[config.mk]
export PLATFORM = sky130hd
export DESIGN_NAME = lpbk_chan
export DESIGN_NICKNAME = d
export VERILOG_FILES = /design/src/lpbk_chan_pkg.sv /design/src/lpbk_reg_bank.sv /design/src/lpbk_chan.sv
export SDC_FILE = /design/constraint.sdc
export NUM_CORES = 1
export LEC_CHECK = 0
export ABC_AREA = 0
export BUFFER_PORTS_ARGS = -buffer_cell sky130_fd_sc_hd__buf_2
export CAP_MARGIN = 10
export CORE_MARGIN = 2
export CORE_UTILIZATION = 64
export CTS_BUF_LIST = sky130_fd_sc_hd__clkbuf_4
export DETAILED_ROUTE_END_ITERATION = 8
export PLACE_DENSITY_LB_ADDON = 0.05
export SYNTH_ARGS = -nofsm -noshare
export SYNTH_HDL_FRONTEND = slang
export SYNTH_SLANG_ARGS = --single-unit
[constraint.sdc]
create_clock -name CLK -period 7.4 [get_ports CLK]
set_input_delay 2.22 -clock CLK [delete_from_list [all_inputs] [get_ports CLK]]
set_output_delay 2.22 -clock CLK [all_outputs]
set_load 0.02 [all_outputs]
[src/lpbk_chan_pkg.sv]
/*
  Shared constants of the loopback-capable transceiver channel: reconfig_bus
  address map, control bit positions, reset values and register bank layout.
  Assumes a 10-bit byte-wide reconfiguration address space.
*/
package lpbk_chan_pkg;

  // --------------------------------------------------------------------------
  // bus geometry
  // --------------------------------------------------------------------------
  localparam int ADDR_W = 10;
  localparam int DATA_W = 8;
  localparam int IDX_W  = 3;
  localparam int NUM_REGS = 6;

  // --------------------------------------------------------------------------
  // register offsets
  // --------------------------------------------------------------------------
  localparam logic [ADDR_W-1:0] REVERSE_LOOPBACK_ENABLE_CTL_OFS = 10'h11d;
  localparam logic [ADDR_W-1:0] REVERSE_PATH_SELECT_FIELD_OFS   = 10'h132;
  localparam logic [ADDR_W-1:0] PRE_RECOVERY_PATH_CTL_OFS       = 10'h137;
  localparam logic [ADDR_W-1:0] POST_RECOVERY_PATH_CTL_OFS      = 10'h13c;
  localparam logic [ADDR_W-1:0] REVERSE_BUFFER_ROUTE_CTL_OFS    = 10'h142;
  localparam logic [ADDR_W-1:0] SERIAL_LOOPBACK_CTL_OFS         = 10'h2e1;

  // --------------------------------------------------------------------------
  // bank indices
  // --------------------------------------------------------------------------
  localparam logic [IDX_W-1:0] IDX_REV_EN   = 3'h0;
  localparam logic [IDX_W-1:0] IDX_REV_SEL  = 3'h1;
  localparam logic [IDX_W-1:0] IDX_PRE_CTL  = 3'h2;
  localparam logic [IDX_W-1:0] IDX_POST_CTL = 3'h3;
  localparam logic [IDX_W-1:0] IDX_BUF_RT   = 3'h4;
  localparam logic [IDX_W-1:0] IDX_SER_CTL  = 3'h5;

  // --------------------------------------------------------------------------
  // field positions and encodings
  // --------------------------------------------------------------------------
  localparam int REV_EN_BIT    = 0;
  localparam int REV_SEL_LSB   = 4;
  localparam int PRE_CTL_BIT   = 7;
  localparam int POST_CTL_BIT  = 7;
  localparam int BUF_RT_BIT    = 4;
  localparam int SER_LPBK_BIT  = 0;
  localparam logic [1:0] REV_SEL_PRE  = 2'h0;
  localparam logic [1:0] REV_SEL_POST = 2'h1;

  // --------------------------------------------------------------------------
  // reset values and bus answers
  // --------------------------------------------------------------------------
  localparam logic [DATA_W-1:0] REG_RESET_VAL = 8'h00;
  localparam logic [DATA_W-1:0] UNMAPPED_RDATA = 8'h00;
  localparam int DES_W_DEFAULT = 10;

  typedef enum logic [1:0] {
    OWN_CAL  = 2'b00,
    OWN_USER = 2'b01
  } owner_type;

endpackage

[src/lpbk_reg_bank.sv]
/*
  Small byte-wide register bank holding the channel's loopback controls.
  Assumes one clock, synchronous active-low reset and a clock enable from
  the channel; read data come out of a register one cycle after the strobe.
*/
`timescale 1ns/1ns
module lpbk_reg_bank
  import lpbk_chan_pkg::*;
#(
  parameter int N_REGS = NUM_REGS
) (
  input  wire logic                  clk,
  input  wire logic                  rst_n,
  input  wire logic                  ce,
  input  wire logic                  wr_en,
  input  wire logic [IDX_W-1:0]      wr_idx,
  input  wire logic [DATA_W-1:0]     wr_data,
  input  wire logic                  rd_en,
  input  wire logic [IDX_W-1:0]      rd_idx,
  output logic      [DATA_W-1:0]     rd_data,
  output logic      [N_REGS*DATA_W-1:0] all_regs
);
  logic [DATA_W-1:0] mem_q [N_REGS];

  // --------------------------------------------------------------------------
  // storage
  // --------------------------------------------------------------------------
  genvar g;
  generate
    for (g = 0; g < N_REGS; g++) begin : g_reg
      always_ff @(posedge clk) begin
        if (!rst_n) begin
          mem_q[g] <= REG_RESET_VAL;
        end else if (ce && wr_en && (wr_idx == IDX_W'(g))) begin
          mem_q[g] <= wr_data;
        end
      end
      assign all_regs[g*DATA_W +: DATA_W] = mem_q[g];
    end
  endgenerate

  // --------------------------------------------------------------------------
  // registered read port
  // --------------------------------------------------------------------------
  always_ff @(posedge clk) begin
    if (!rst_n) begin
      rd_data <= REG_RESET_VAL;
    end else if (ce && rd_en) begin
      rd_data <= mem_q[rd_idx];
    end
  end
endmodule

[src/lpbk_chan.sv]
/*
  Loopback-capable transceiver channel: reconfig_bus slave with ownership
  hand-off between the user controller and the calibration_engine, the
  loopback control registers, and a bit-level serial datapath with serial,
  pre-recovery reverse and post-recovery reverse loopback.
  Assumes serializer bits arrive on CLK from channel logic; the receive pin
  is asynchronous and is synchronised here.
*/
`timescale 1ns/1ns

//Contract
//- Serial loopback feeds the serializer output into the recovery input and ignores the receive pin.
//- Driving the optional serial loopback enable port high also selects serial loopback without any access.
//- Pre-recovery reverse loopback sends the receive buffer straight to the transmit buffer; rx data still reach the deserializer.
//- Post-recovery reverse loopback sends recovered data to the transmit buffer; rx data still reach the deserializer.
module lpbk_chan
  import lpbk_chan_pkg::*;
#(
  parameter int DES_W = DES_W_DEFAULT
) (
  input  wire logic                       CLK,
  input  wire logic                       RST_N,
  input  wire logic                       CE,
  input  wire logic                       USER_BUS_REQ,
  output logic                            USER_BUS_GRANT,
  output logic                            CAL_BUS_OWNED,
  input  wire logic [lpbk_chan_pkg::ADDR_W-1:0] RECONFIG_ADDRESS,
  input  wire logic                       RECONFIG_READ,
  input  wire logic                       RECONFIG_WRITE,
  input  wire logic [lpbk_chan_pkg::DATA_W-1:0] RECONFIG_WRITEDATA,
  output logic      [lpbk_chan_pkg::DATA_W-1:0] RECONFIG_READDATA,
  output logic                            RECONFIG_READDATAVALID,
  output logic                            RECONFIG_WAITREQUEST,
  input  wire logic                       SERIAL_LPBK_EN,
  input  wire logic                       TX_SER_BIT,
  input  wire logic                       RX_PIN,
  output logic                            TX_PIN,
  output logic      [DES_W-1:0]           RX_PAR_DATA,
  output logic                            RX_PAR_VALID,
  output logic                            SERIAL_LPBK_ACTIVE,
  output logic                            PRE_REV_ACTIVE,
  output logic                            POST_REV_ACTIVE
);
  import lpbk_chan_pkg::*;

  localparam int CNT_W = $clog2(DES_W);

  owner_type                 owner_q;
  logic                      rd_pend_q;
  logic                      rd_hit_q;
  logic                      acc_ok;
  logic                      wr_hit;
  logic                      rd_hit;
  logic [IDX_W:0]            dec;
  logic [IDX_W-1:0]          wr_idx;
  logic [IDX_W-1:0]          rd_idx;
  logic [DATA_W-1:0]         bank_rdata;
  logic [NUM_REGS*DATA_W-1:0] regs;
  logic [DATA_W-1:0]         rev_en_r;
  logic [DATA_W-1:0]         rev_sel_r;
  logic [DATA_W-1:0]         pre_ctl_r;
  logic [DATA_W-1:0]         post_ctl_r;
  logic [DATA_W-1:0]         buf_rt_r;
  logic [DATA_W-1:0]         ser_ctl_r;
  logic                      rx_pin_s1_q;
  logic                      rx_pin_s2_q;
  logic                      ser_lpbk;
  logic                      pre_rev;
  logic                      post_rev;
  logic                      cdr_in;
  logic                      cdr_out_q;
  logic                      tx_pin_q;
  logic [DES_W-1:0]          shift_q;
  logic [CNT_W-1:0]          bit_cnt_q;
  logic [DES_W-1:0]          rx_par_q;
  logic                      rx_par_vld_q;

  // --------------------------------------------------------------------------
  // address decode
  // --------------------------------------------------------------------------
  function automatic logic [IDX_W:0] decode(input logic [ADDR_W-1:0] a);
    logic [IDX_W:0] r;
    r = '0;
    case (a)
      REVERSE_LOOPBACK_ENABLE_CTL_OFS: r = {1'b1, IDX_REV_EN};
      REVERSE_PATH_SELECT_FIELD_OFS:   r = {1'b1, IDX_REV_SEL};
      PRE_RECOVERY_PATH_CTL_OFS:       r = {1'b1, IDX_PRE_CTL};
      POST_RECOVERY_PATH_CTL_OFS:      r = {1'b1, IDX_POST_CTL};
      REVERSE_BUFFER_ROUTE_CTL_OFS:    r = {1'b1, IDX_BUF_RT};
      SERIAL_LOOPBACK_CTL_OFS:         r = {1'b1, IDX_SER_CTL};
      default:                         r = '0;
    endcase
    return r;
  endfunction

  // --------------------------------------------------------------------------
  // bus ownership
  // --------------------------------------------------------------------------
  // user gets the bus while it requests; drop returns it to calibration
  always_ff @(posedge CLK) begin
    if (!RST_N) begin
      owner_q <= OWN_CAL;
    end else if (CE) begin
      case (owner_q)
        OWN_CAL:  owner_q <= USER_BUS_REQ ? OWN_USER : OWN_CAL;
        OWN_USER: owner_q <= USER_BUS_REQ ? OWN_USER : OWN_CAL;
        default:  owner_q <= OWN_CAL;
      endcase
    end
  end

  assign USER_BUS_GRANT = (owner_q == OWN_USER);
  assign CAL_BUS_OWNED  = (owner_q == OWN_CAL);

  // --------------------------------------------------------------------------
  // reconfig_bus slave
  // --------------------------------------------------------------------------
  // access stalls until granted; stall also covers a read already in flight
  assign acc_ok = USER_BUS_GRANT && !rd_pend_q && CE;
  assign RECONFIG_WAITREQUEST = (RECONFIG_READ || RECONFIG_WRITE) && !acc_ok;
  assign dec    = decode(RECONFIG_ADDRESS);
  assign wr_idx = dec[IDX_W-1:0];
  assign rd_idx = wr_idx;
  assign wr_hit = RECONFIG_WRITE && acc_ok && dec[IDX_W];
  assign rd_hit = RECONFIG_READ && !RECONFIG_WRITE && acc_ok;

  lpbk_reg_bank #(
    .N_REGS   (NUM_REGS)
  ) u_bank (
    .clk      (CLK),
    .rst_n    (RST_N),
    .ce       (CE),
    .wr_en    (wr_hit),
    .wr_idx   (wr_idx),
    .wr_data  (RECONFIG_WRITEDATA),
    .rd_en    (rd_hit),
    .rd_idx   (rd_idx),
    .rd_data  (bank_rdata),
    .all_regs (regs)
  );

  always_ff @(posedge CLK) begin
    if (!RST_N) begin
      rd_pend_q <= 1'b0;
      rd_hit_q  <= 1'b0;
    end else if (CE) begin
      rd_pend_q <= rd_hit;
      rd_hit_q  <= rd_hit && dec[IDX_W];
    end
  end

  // full byte returned so a read-modify-write keeps untouched bits
  assign RECONFIG_READDATA      = rd_hit_q ? bank_rdata : UNMAPPED_RDATA;
  assign RECONFIG_READDATAVALID = rd_pend_q && CE;

  // --------------------------------------------------------------------------
  // loopback mode decode
  // --------------------------------------------------------------------------
  assign rev_en_r   = regs[IDX_REV_EN*DATA_W +: DATA_W];
  assign rev_sel_r  = regs[IDX_REV_SEL*DATA_W +: DATA_W];
  assign pre_ctl_r  = regs[IDX_PRE_CTL*DATA_W +: DATA_W];
  assign post_ctl_r = regs[IDX_POST_CTL*DATA_W +: DATA_W];
  assign buf_rt_r   = regs[IDX_BUF_RT*DATA_W +: DATA_W];
  assign ser_ctl_r  = regs[IDX_SER_CTL*DATA_W +: DATA_W];

  assign ser_lpbk = ser_ctl_r[SER_LPBK_BIT] || SERIAL_LPBK_EN;
  assign pre_rev  = pre_ctl_r[PRE_CTL_BIT] && !post_ctl_r[POST_CTL_BIT]
                    && (rev_sel_r[REV_SEL_LSB +: 2] == REV_SEL_PRE)
                    && buf_rt_r[BUF_RT_BIT] && rev_en_r[REV_EN_BIT];
  assign post_rev = !pre_ctl_r[PRE_CTL_BIT] && post_ctl_r[POST_CTL_BIT]
                    && (rev_sel_r[REV_SEL_LSB +: 2] == REV_SEL_POST)
                    && !buf_rt_r[BUF_RT_BIT] && !rev_en_r[REV_EN_BIT];

  assign SERIAL_LPBK_ACTIVE = ser_lpbk;
  assign PRE_REV_ACTIVE     = pre_rev;
  assign POST_REV_ACTIVE    = post_rev;

  // --------------------------------------------------------------------------
  // serial datapath
  // --------------------------------------------------------------------------
  always_ff @(posedge CLK) begin
    if (!RST_N) begin
      rx_pin_s1_q <= 1'b0;
      rx_pin_s2_q <= 1'b0;
    end else if (CE) begin
      rx_pin_s1_q <= RX_PIN;
      rx_pin_s2_q <= rx_pin_s1_q;
    end
  end

  assign cdr_in = ser_lpbk ? TX_SER_BIT : rx_pin_s2_q;

  // recovery stage modelled as one retiming flop
  always_ff @(posedge CLK) begin
    if (!RST_N) begin
      cdr_out_q <= 1'b0;
    end else if (CE) begin
      cdr_out_q <= cdr_in;
    end
  end

  always_ff @(posedge CLK) begin
    if (!RST_N) begin
      tx_pin_q <= 1'b0;
    end else if (CE) begin
      if (pre_rev) begin
        tx_pin_q <= rx_pin_s2_q;
      end else if (post_rev) begin
        tx_pin_q <= cdr_out_q;
      end else begin
        tx_pin_q <= TX_SER_BIT;
      end
    end
  end

  assign TX_PIN = tx_pin_q;

  // --------------------------------------------------------------------------
  // deserializer, live in every mode
  // --------------------------------------------------------------------------
  always_ff @(posedge CLK) begin
    if (!RST_N) begin
      shift_q      <= '0;
      bit_cnt_q    <= '0;
      rx_par_q     <= '0;
      rx_par_vld_q <= 1'b0;
    end else if (CE) begin
      shift_q      <= {cdr_out_q, shift_q[DES_W-1:1]};
      rx_par_vld_q <= 1'b0;
      if (bit_cnt_q == CNT_W'(DES_W-1)) begin
        bit_cnt_q    <= '0;
        rx_par_q     <= {cdr_out_q, shift_q[DES_W-1:1]};
        rx_par_vld_q <= 1'b1;
      end else begin
        bit_cnt_q <= bit_cnt_q + 1'b1;
      end
    end
  end

  assign RX_PAR_DATA  = rx_par_q;
  assign RX_PAR_VALID = rx_par_vld_q;
endmodule

Yosys cells after proc, flatten, opt, wreduce, memory -nomap -nowiden
Memories as Yosys holds them, arrays and structs flattened. A register that Yosys moved wholly into a read port is not among the register bits.
Index checks and enable logic that the tools add are counted.
{ "totals": {"mem_bits_rw": 48, "in_bits": 27, "ff_bits": 33, "n_memories": 1} }
{ "classes": {"bitwise_logic": 6, "n_eq_ne": 14, "mux": 34, "reduce_logical": 40, "add_sub_neg": 1} }
{ "memory_table": {"columns": ["name", "words", "word_bits", "read_ports", "rd_ports_with_merged_regs", "write_ports", "line_no", "text"], "rows": [
  ["u_bank.mem_q", 6, 8, 7, 1, 6, "lpbk_reg_bank.sv:23", "logic [DATA_W-1:0] mem_q [N_REGS];"]
]} }
{ "op_table": {"columns": ["op", "n"], "rows": [
  ["2-to-1 mux 8 bit", 7],
  ["== test 10 x 9 -> 1 bit (second input constant)", 5],
  ["logical AND 1 bit", 25],
  ["2-to-1 mux 1 bit", 25],
  ["case mux 4 bit (6 select lines)", 1],
  ["== test 10 bit (second input constant)", 1],
  ["zero test 1 bit", 8],
  ["== test 3 x 2 -> 1 bit (second input constant)", 2],
  ["== test 3 bit (second input constant)", 2],
  ["OR 1 bit", 6],
  ["adder 4 x 1 -> 4 bit (second input constant)", 1],
  ["== test 2 x 1 -> 1 bit (second input constant)", 2],
  ["== test 4 bit (second input constant)", 1],
  ["zero test 2 bit", 2],
  ["2-to-1 mux 4 bit", 1],
  ["== test 3 x 1 -> 1 bit (second input constant)", 1],
  ["zero test 3 bit", 1],
  ["logical OR 1 bit", 2],
  ["AND reduction 2 bit", 1],
  ["OR reduction 2 bit", 1]
]} }

Longest topological paths before layout
{ "logic_depth": {"depth_word": 11, "depth_mapped": 8, "ltp_nobuf": 5} }

By module
A second synthesis with hierarchy kept.
{ "unflattened": {"cells_unflattened": 345, "hier_area_um2": 4076.4} }
{ "by_module_without_submodules": {"columns": ["module", "seq_area_each_um2", "n_inst", "cells_per_inst", "area_per_inst_um2"], "rows": [
  ["lpbk_reg_bank", 1601.5, 1, 182, 2518.7],
  ["lpbk_chan", 620.6, 1, 163, 1557.7]
]} }

Worst setup path before layout
OpenSTA, ideal clock, no wires.
{ "synth_path": {"path_type": "input -> output", "start": "input CE", "end": "output RECONFIG_READDATAVALID", "arrival_time_ns": 3.009, "n_path_buf": 2, "required_time_ns": 5.180, "setup_slack_ns": 2.171, "cell_stages": 3, "path_cell_list": "buf_2 > clkbuf_1 > and2_1"} }
{ "synth_between": {"elab_chain_cells": 1} }
{ "synth_lines": {"columns": ["element", "line_no", "text"], "rows": [
  ["from (decl)", "lpbk_chan.sv:23", "input wire logic CE,"],
  ["logical AND 1 bit", "lpbk_chan.sv:154", "assign RECONFIG_READDATAVALID = rd_pend_q && CE;"],
  ["to (decl)", "lpbk_chan.sv:32", "output logic RECONFIG_READDATAVALID,"]
]} }
No other way between the ends.

Final worst setup path
{ "layout_path": {"start": "input CE", "end": "output RECONFIG_WAITREQUEST"} }
{ "layout_between": {"elab_chain_cells": 3} }
{ "layout_lines": {"columns": ["element", "line_no", "text"], "rows": [
  ["logical AND 1 bit", "lpbk_chan.sv:119", "assign acc_ok = USER_BUS_GRANT && !rd_pend_q && CE;"],
  ["zero test 1 bit", "lpbk_chan.sv:120", "assign RECONFIG_WAITREQUEST = (RECONFIG_READ || RECONFIG_WRITE) && !acc_ok;"],
  ["logical AND 1 bit", "lpbk_chan.sv:120", null],
  ["to (decl)", "lpbk_chan.sv:33", "output logic RECONFIG_WAITREQUEST,"]
]} }
No other way between the ends.

==> impl_results.md <==
* Register share of total power at 64.9%
* Starting DRT DRC Count at 152
* Max VDD drop at 0.000116 V
* Max Freq at around 180 MHz
* Cells on worst reg2reg path at 5
* Hold_ws at 0.482 ns
* Final WL at 9.01 mm
* Crit start category: input pin
* Core area at ~0.0063 mm²
* Most frequent cell after synthesis: and2_1
* Global-route wire length before repair at 14.8 mm
* Crit path largest cell delay at 0.43 ns
* Area of the die at 0.00715 mm²
* Initial antenna violation count at 0
* Worst r2r dst: u_bank.mem_q[3][1]$_SDFFCE_PN0P_
* Post-DP Area at 0.00443 mm²
* Total GRT Usage at 26.6%
* Cts repair resizes at 0
* CTS Root Buffer Type: clkbuf_4
* Final period utilization at ~73%
* Io pins at 54
* Largest net degree at the start of global routing at 30
* Status: finished, final reports clean
* CP max-delay cell: buf_2
* Power per cell area at 178 mW/mm²
* Clock buffer depth at 2
* Post-synthesis net count at around 420
* Number of max-cap violations at 0
* CTS Buf Count at 9
* Logic pwr share at roughly 6.7%
* Top area cells in the synthesized netlist: edfxtp_1 35%, dfxtp_1 19%, and2_1 9.2%
* Wire length per cell at 17.4 µm
* Netlist cell types at 51
* Largest area contributor in the netlist: edfxtp_1
* Die H at 84.6 µm
* Vias at between 3000 and 4000
* Gpl congestion at 0.875
* RSZ-0062 raised after global routing: no
* CP endpoint kind: output port
* Clk_lat worst skew at between 0.4 and 0.5 ns
* CTS tree: yes
* Yosys Warn Count at 0
* DP Worst Slack at 1.98 ns
* Port bufs at 53
* Share of layout cells above drive strength 1 at 19.5%
* Switch Pwr at 0.197 mW
* Top cell type's share of synthesized area at 34.7%
* Die Wd at ~85 µm
* Worst rel slew slack at 21.6%
* Multi-input gate area at about 0.0018 mm²
* FP Rows at 29
* Switching share of total power at 24.3%
* DR DRC count at 0
* Final setup fails at 0
* Layout Nets at 464
* Hold path startpoint: TX_PIN$_SDFFE_PN0P_
* Tot Pwr at 0.811 mW
* Hold_buf cts at 0
* Final worst setup slack at 1.98 ns
* Final Hold Vio Count at 0
* Clk pin slew, worst setup/hold paths at 0.12 ns
* Worst Max-Slew Pin Slew at 1.16 ns
* Worst Hold Depth at 2
* EDFF count, synth at 48
* Synth async-reset ratio at 0%
* Worst endpoint required time at 5.18 ns
* CP Max Fanout at 24
* Netlist Area Pre-Place at 0.00415 mm²
* Layout area overhead at 9.46%
* Worst r2r src: owner_q[0]$_SDFFE_PN0P_
* Initial core utilization at 65.8%
* Design area at 0.00455 mm²
* Internal reg-to-reg setup slack at 5.16 ns
* Sequential cell area at 0.00222 mm²
* Post-CTS Setup Bufs at 0
* Buf+Inv Stages, Crit Path at 2
* Most used DFF post-synth: edfxtp_1
* WP data arrival at roughly 3.2 ns
* Sequential fraction of the synthesis area at 53.5%
* Crit Path Class: input pin to output port
* Most frequent cells after synthesis: 61 x and2_1, 48 x edfxtp_1, 39 x dfxtp_1
* Crit path depth at 4
* Diode count at 0
* Lkg Pwr at 1.72 nW
* Largest delay share family, worst path: buffers and inverters
* Clock group share of total power at 28.4%
* Fin crit period at between 5 and 6 ns
* Detailed Place HPWL at 6.36 mm
* Hold endpoint: TX_PIN$_SDFFE_PN0P_
* Top cell by count, worst path: buf_2
* Number of global-route vias before repair at slightly below 3000
* Drt first pass iters at 4
* Slew Limit Fails at 0
* Clock sink count at 87
* GR Overflow Total at 0
* Pint at 0.614 mW
* Cells after Synth at 391
* Setup TNS at 0 ns
* Vias per cell at 5.89
* Fillers at 493
* Fin Clk Skew at 0.0147 ns
* Hold Path Class: flip-flop to flip-flop
* Syn Area/Cell at 10.6 µm²
* #FFs+latches synth at 87
* CP Cell Sequence: buf_2, and3b_1, nor2_1, buf_2
* H-Tree Depth at 3
* Final ANT Viol Nets at 0
## area by class of cell
class | count | share of cell area [%]
clock inverter | 5 | 0.551
tap | 77 | 2.12
sequential | 87 | 48.9
inverter | 11 | 0.908
multi-input combinational | 272 | 39.5
timing repair buffer | 56 | 6.22
clock buffer | 11 | 1.82
## cells by family (layout without fill, tap and decap cells)
| family | after synthesis | in the layout | share of synthesized area (%) |
|---|---|---|---|
| and+or+nand+nor | 182 | 182 | 25.7 |
| DFF | 87 | 87 | 53.5 |
| AOI/OAI and AO/OA | 62 | 62 | 10.7 |
| buffers and inverters | 32 | 83 | 3.37 |
| muxes | 25 | 25 | 6.06 |
| xor gates and xnor gates | 3 | 3 | 0.633 |
## layer usage
| layer | global-route usage (%) | vias up | wire length [µm] | part of all wire [%] |
|---|---|---|---|---|
| met5 | 0 | - | 0 | 0 |
| met2 | 46.1 | 85 | 4660 | 52 |
| met4 | 9.96 | 0 | 187 | 2.1 |
| met3 | 4.23 | 15 | 396 | 4.4 |
| met1 | 33.6 | 1454 | 3770 | 42 |
| li1 | - | 1502 | - | - |
## worst min-delay path, cell delays in order, from the launching register on
cell and delay, ns:
dfxtp_1 0.33, nand3b_1 0.07, o21ai_1 0.05
## cells in the final DEF (no fill, tap or decap), types with 5 or more instances in the layout
cell and n:
and2_1 61, buf_2 55, edfxtp_1 48, dfxtp_1 39, nor2_1 32, mux2i_1 24, nand3_1 20, a21oi_1 17
nor3_1 12, nor2b_1 12, inv_1 11, clkbuf_4 11, nand2_1 10, a211oi_1 10, or3_1 7, o211ai_1 7
o221ai_1 6, o21ai_0 5
## flip-flops by register name (all words and copies together), names as in the netlist
signal / flops
u_bank.rd_data: 8
TX_PIN: 1
cdr_out_q: 1
owner_q: 1
u_bank.mem_q: 48
bit_cnt_q: 4
shift_q: 9
RX_PAR_VALID: 1
rd_hit_q: 1
rd_pend_q: 1
rx_pin_s1_q: 1
RX_PAR_DATA: 10
rx_pin_s2_q: 1
## power by group through the flow
stage / combinational (mW) / clock, mW / sequential (mW)
3_5_place_dp: 0.0544 / 0 / 0.538
5_1_grt: 0.0600 / 0.252 / 0.528
6_report: 0.0545 / 0.230 / 0.527
2_1_floorplan: 0.0329 / 0 / 0.536
3_3_place_gp: 0.0533 / 0 / 0.537
4_1_cts: 0.0546 / 0.235 / 0.527
## worst max-delay path by stage
stage	from	end
final	CE	RECONFIG_WAITREQUEST
after global routing	CE	RECONFIG_WAITREQUEST
after CTS	CE	RECONFIG_WAITREQUEST
after detailed placement	CE	RECONFIG_WAITREQUEST
after global placement	CE	RECONFIG_WAITREQUEST
after floorplan	CE	RECONFIG_READDATAVALID
## stage by stage
stage	std cells	utilization [%]
detailed placement	501	70.1
CTS	517	71.8
finish	519	72.0
global route	519	72.0
floorplan	391	-
global placement	501	70.1
No activity file was read; power rests on OpenSTA's default activity.
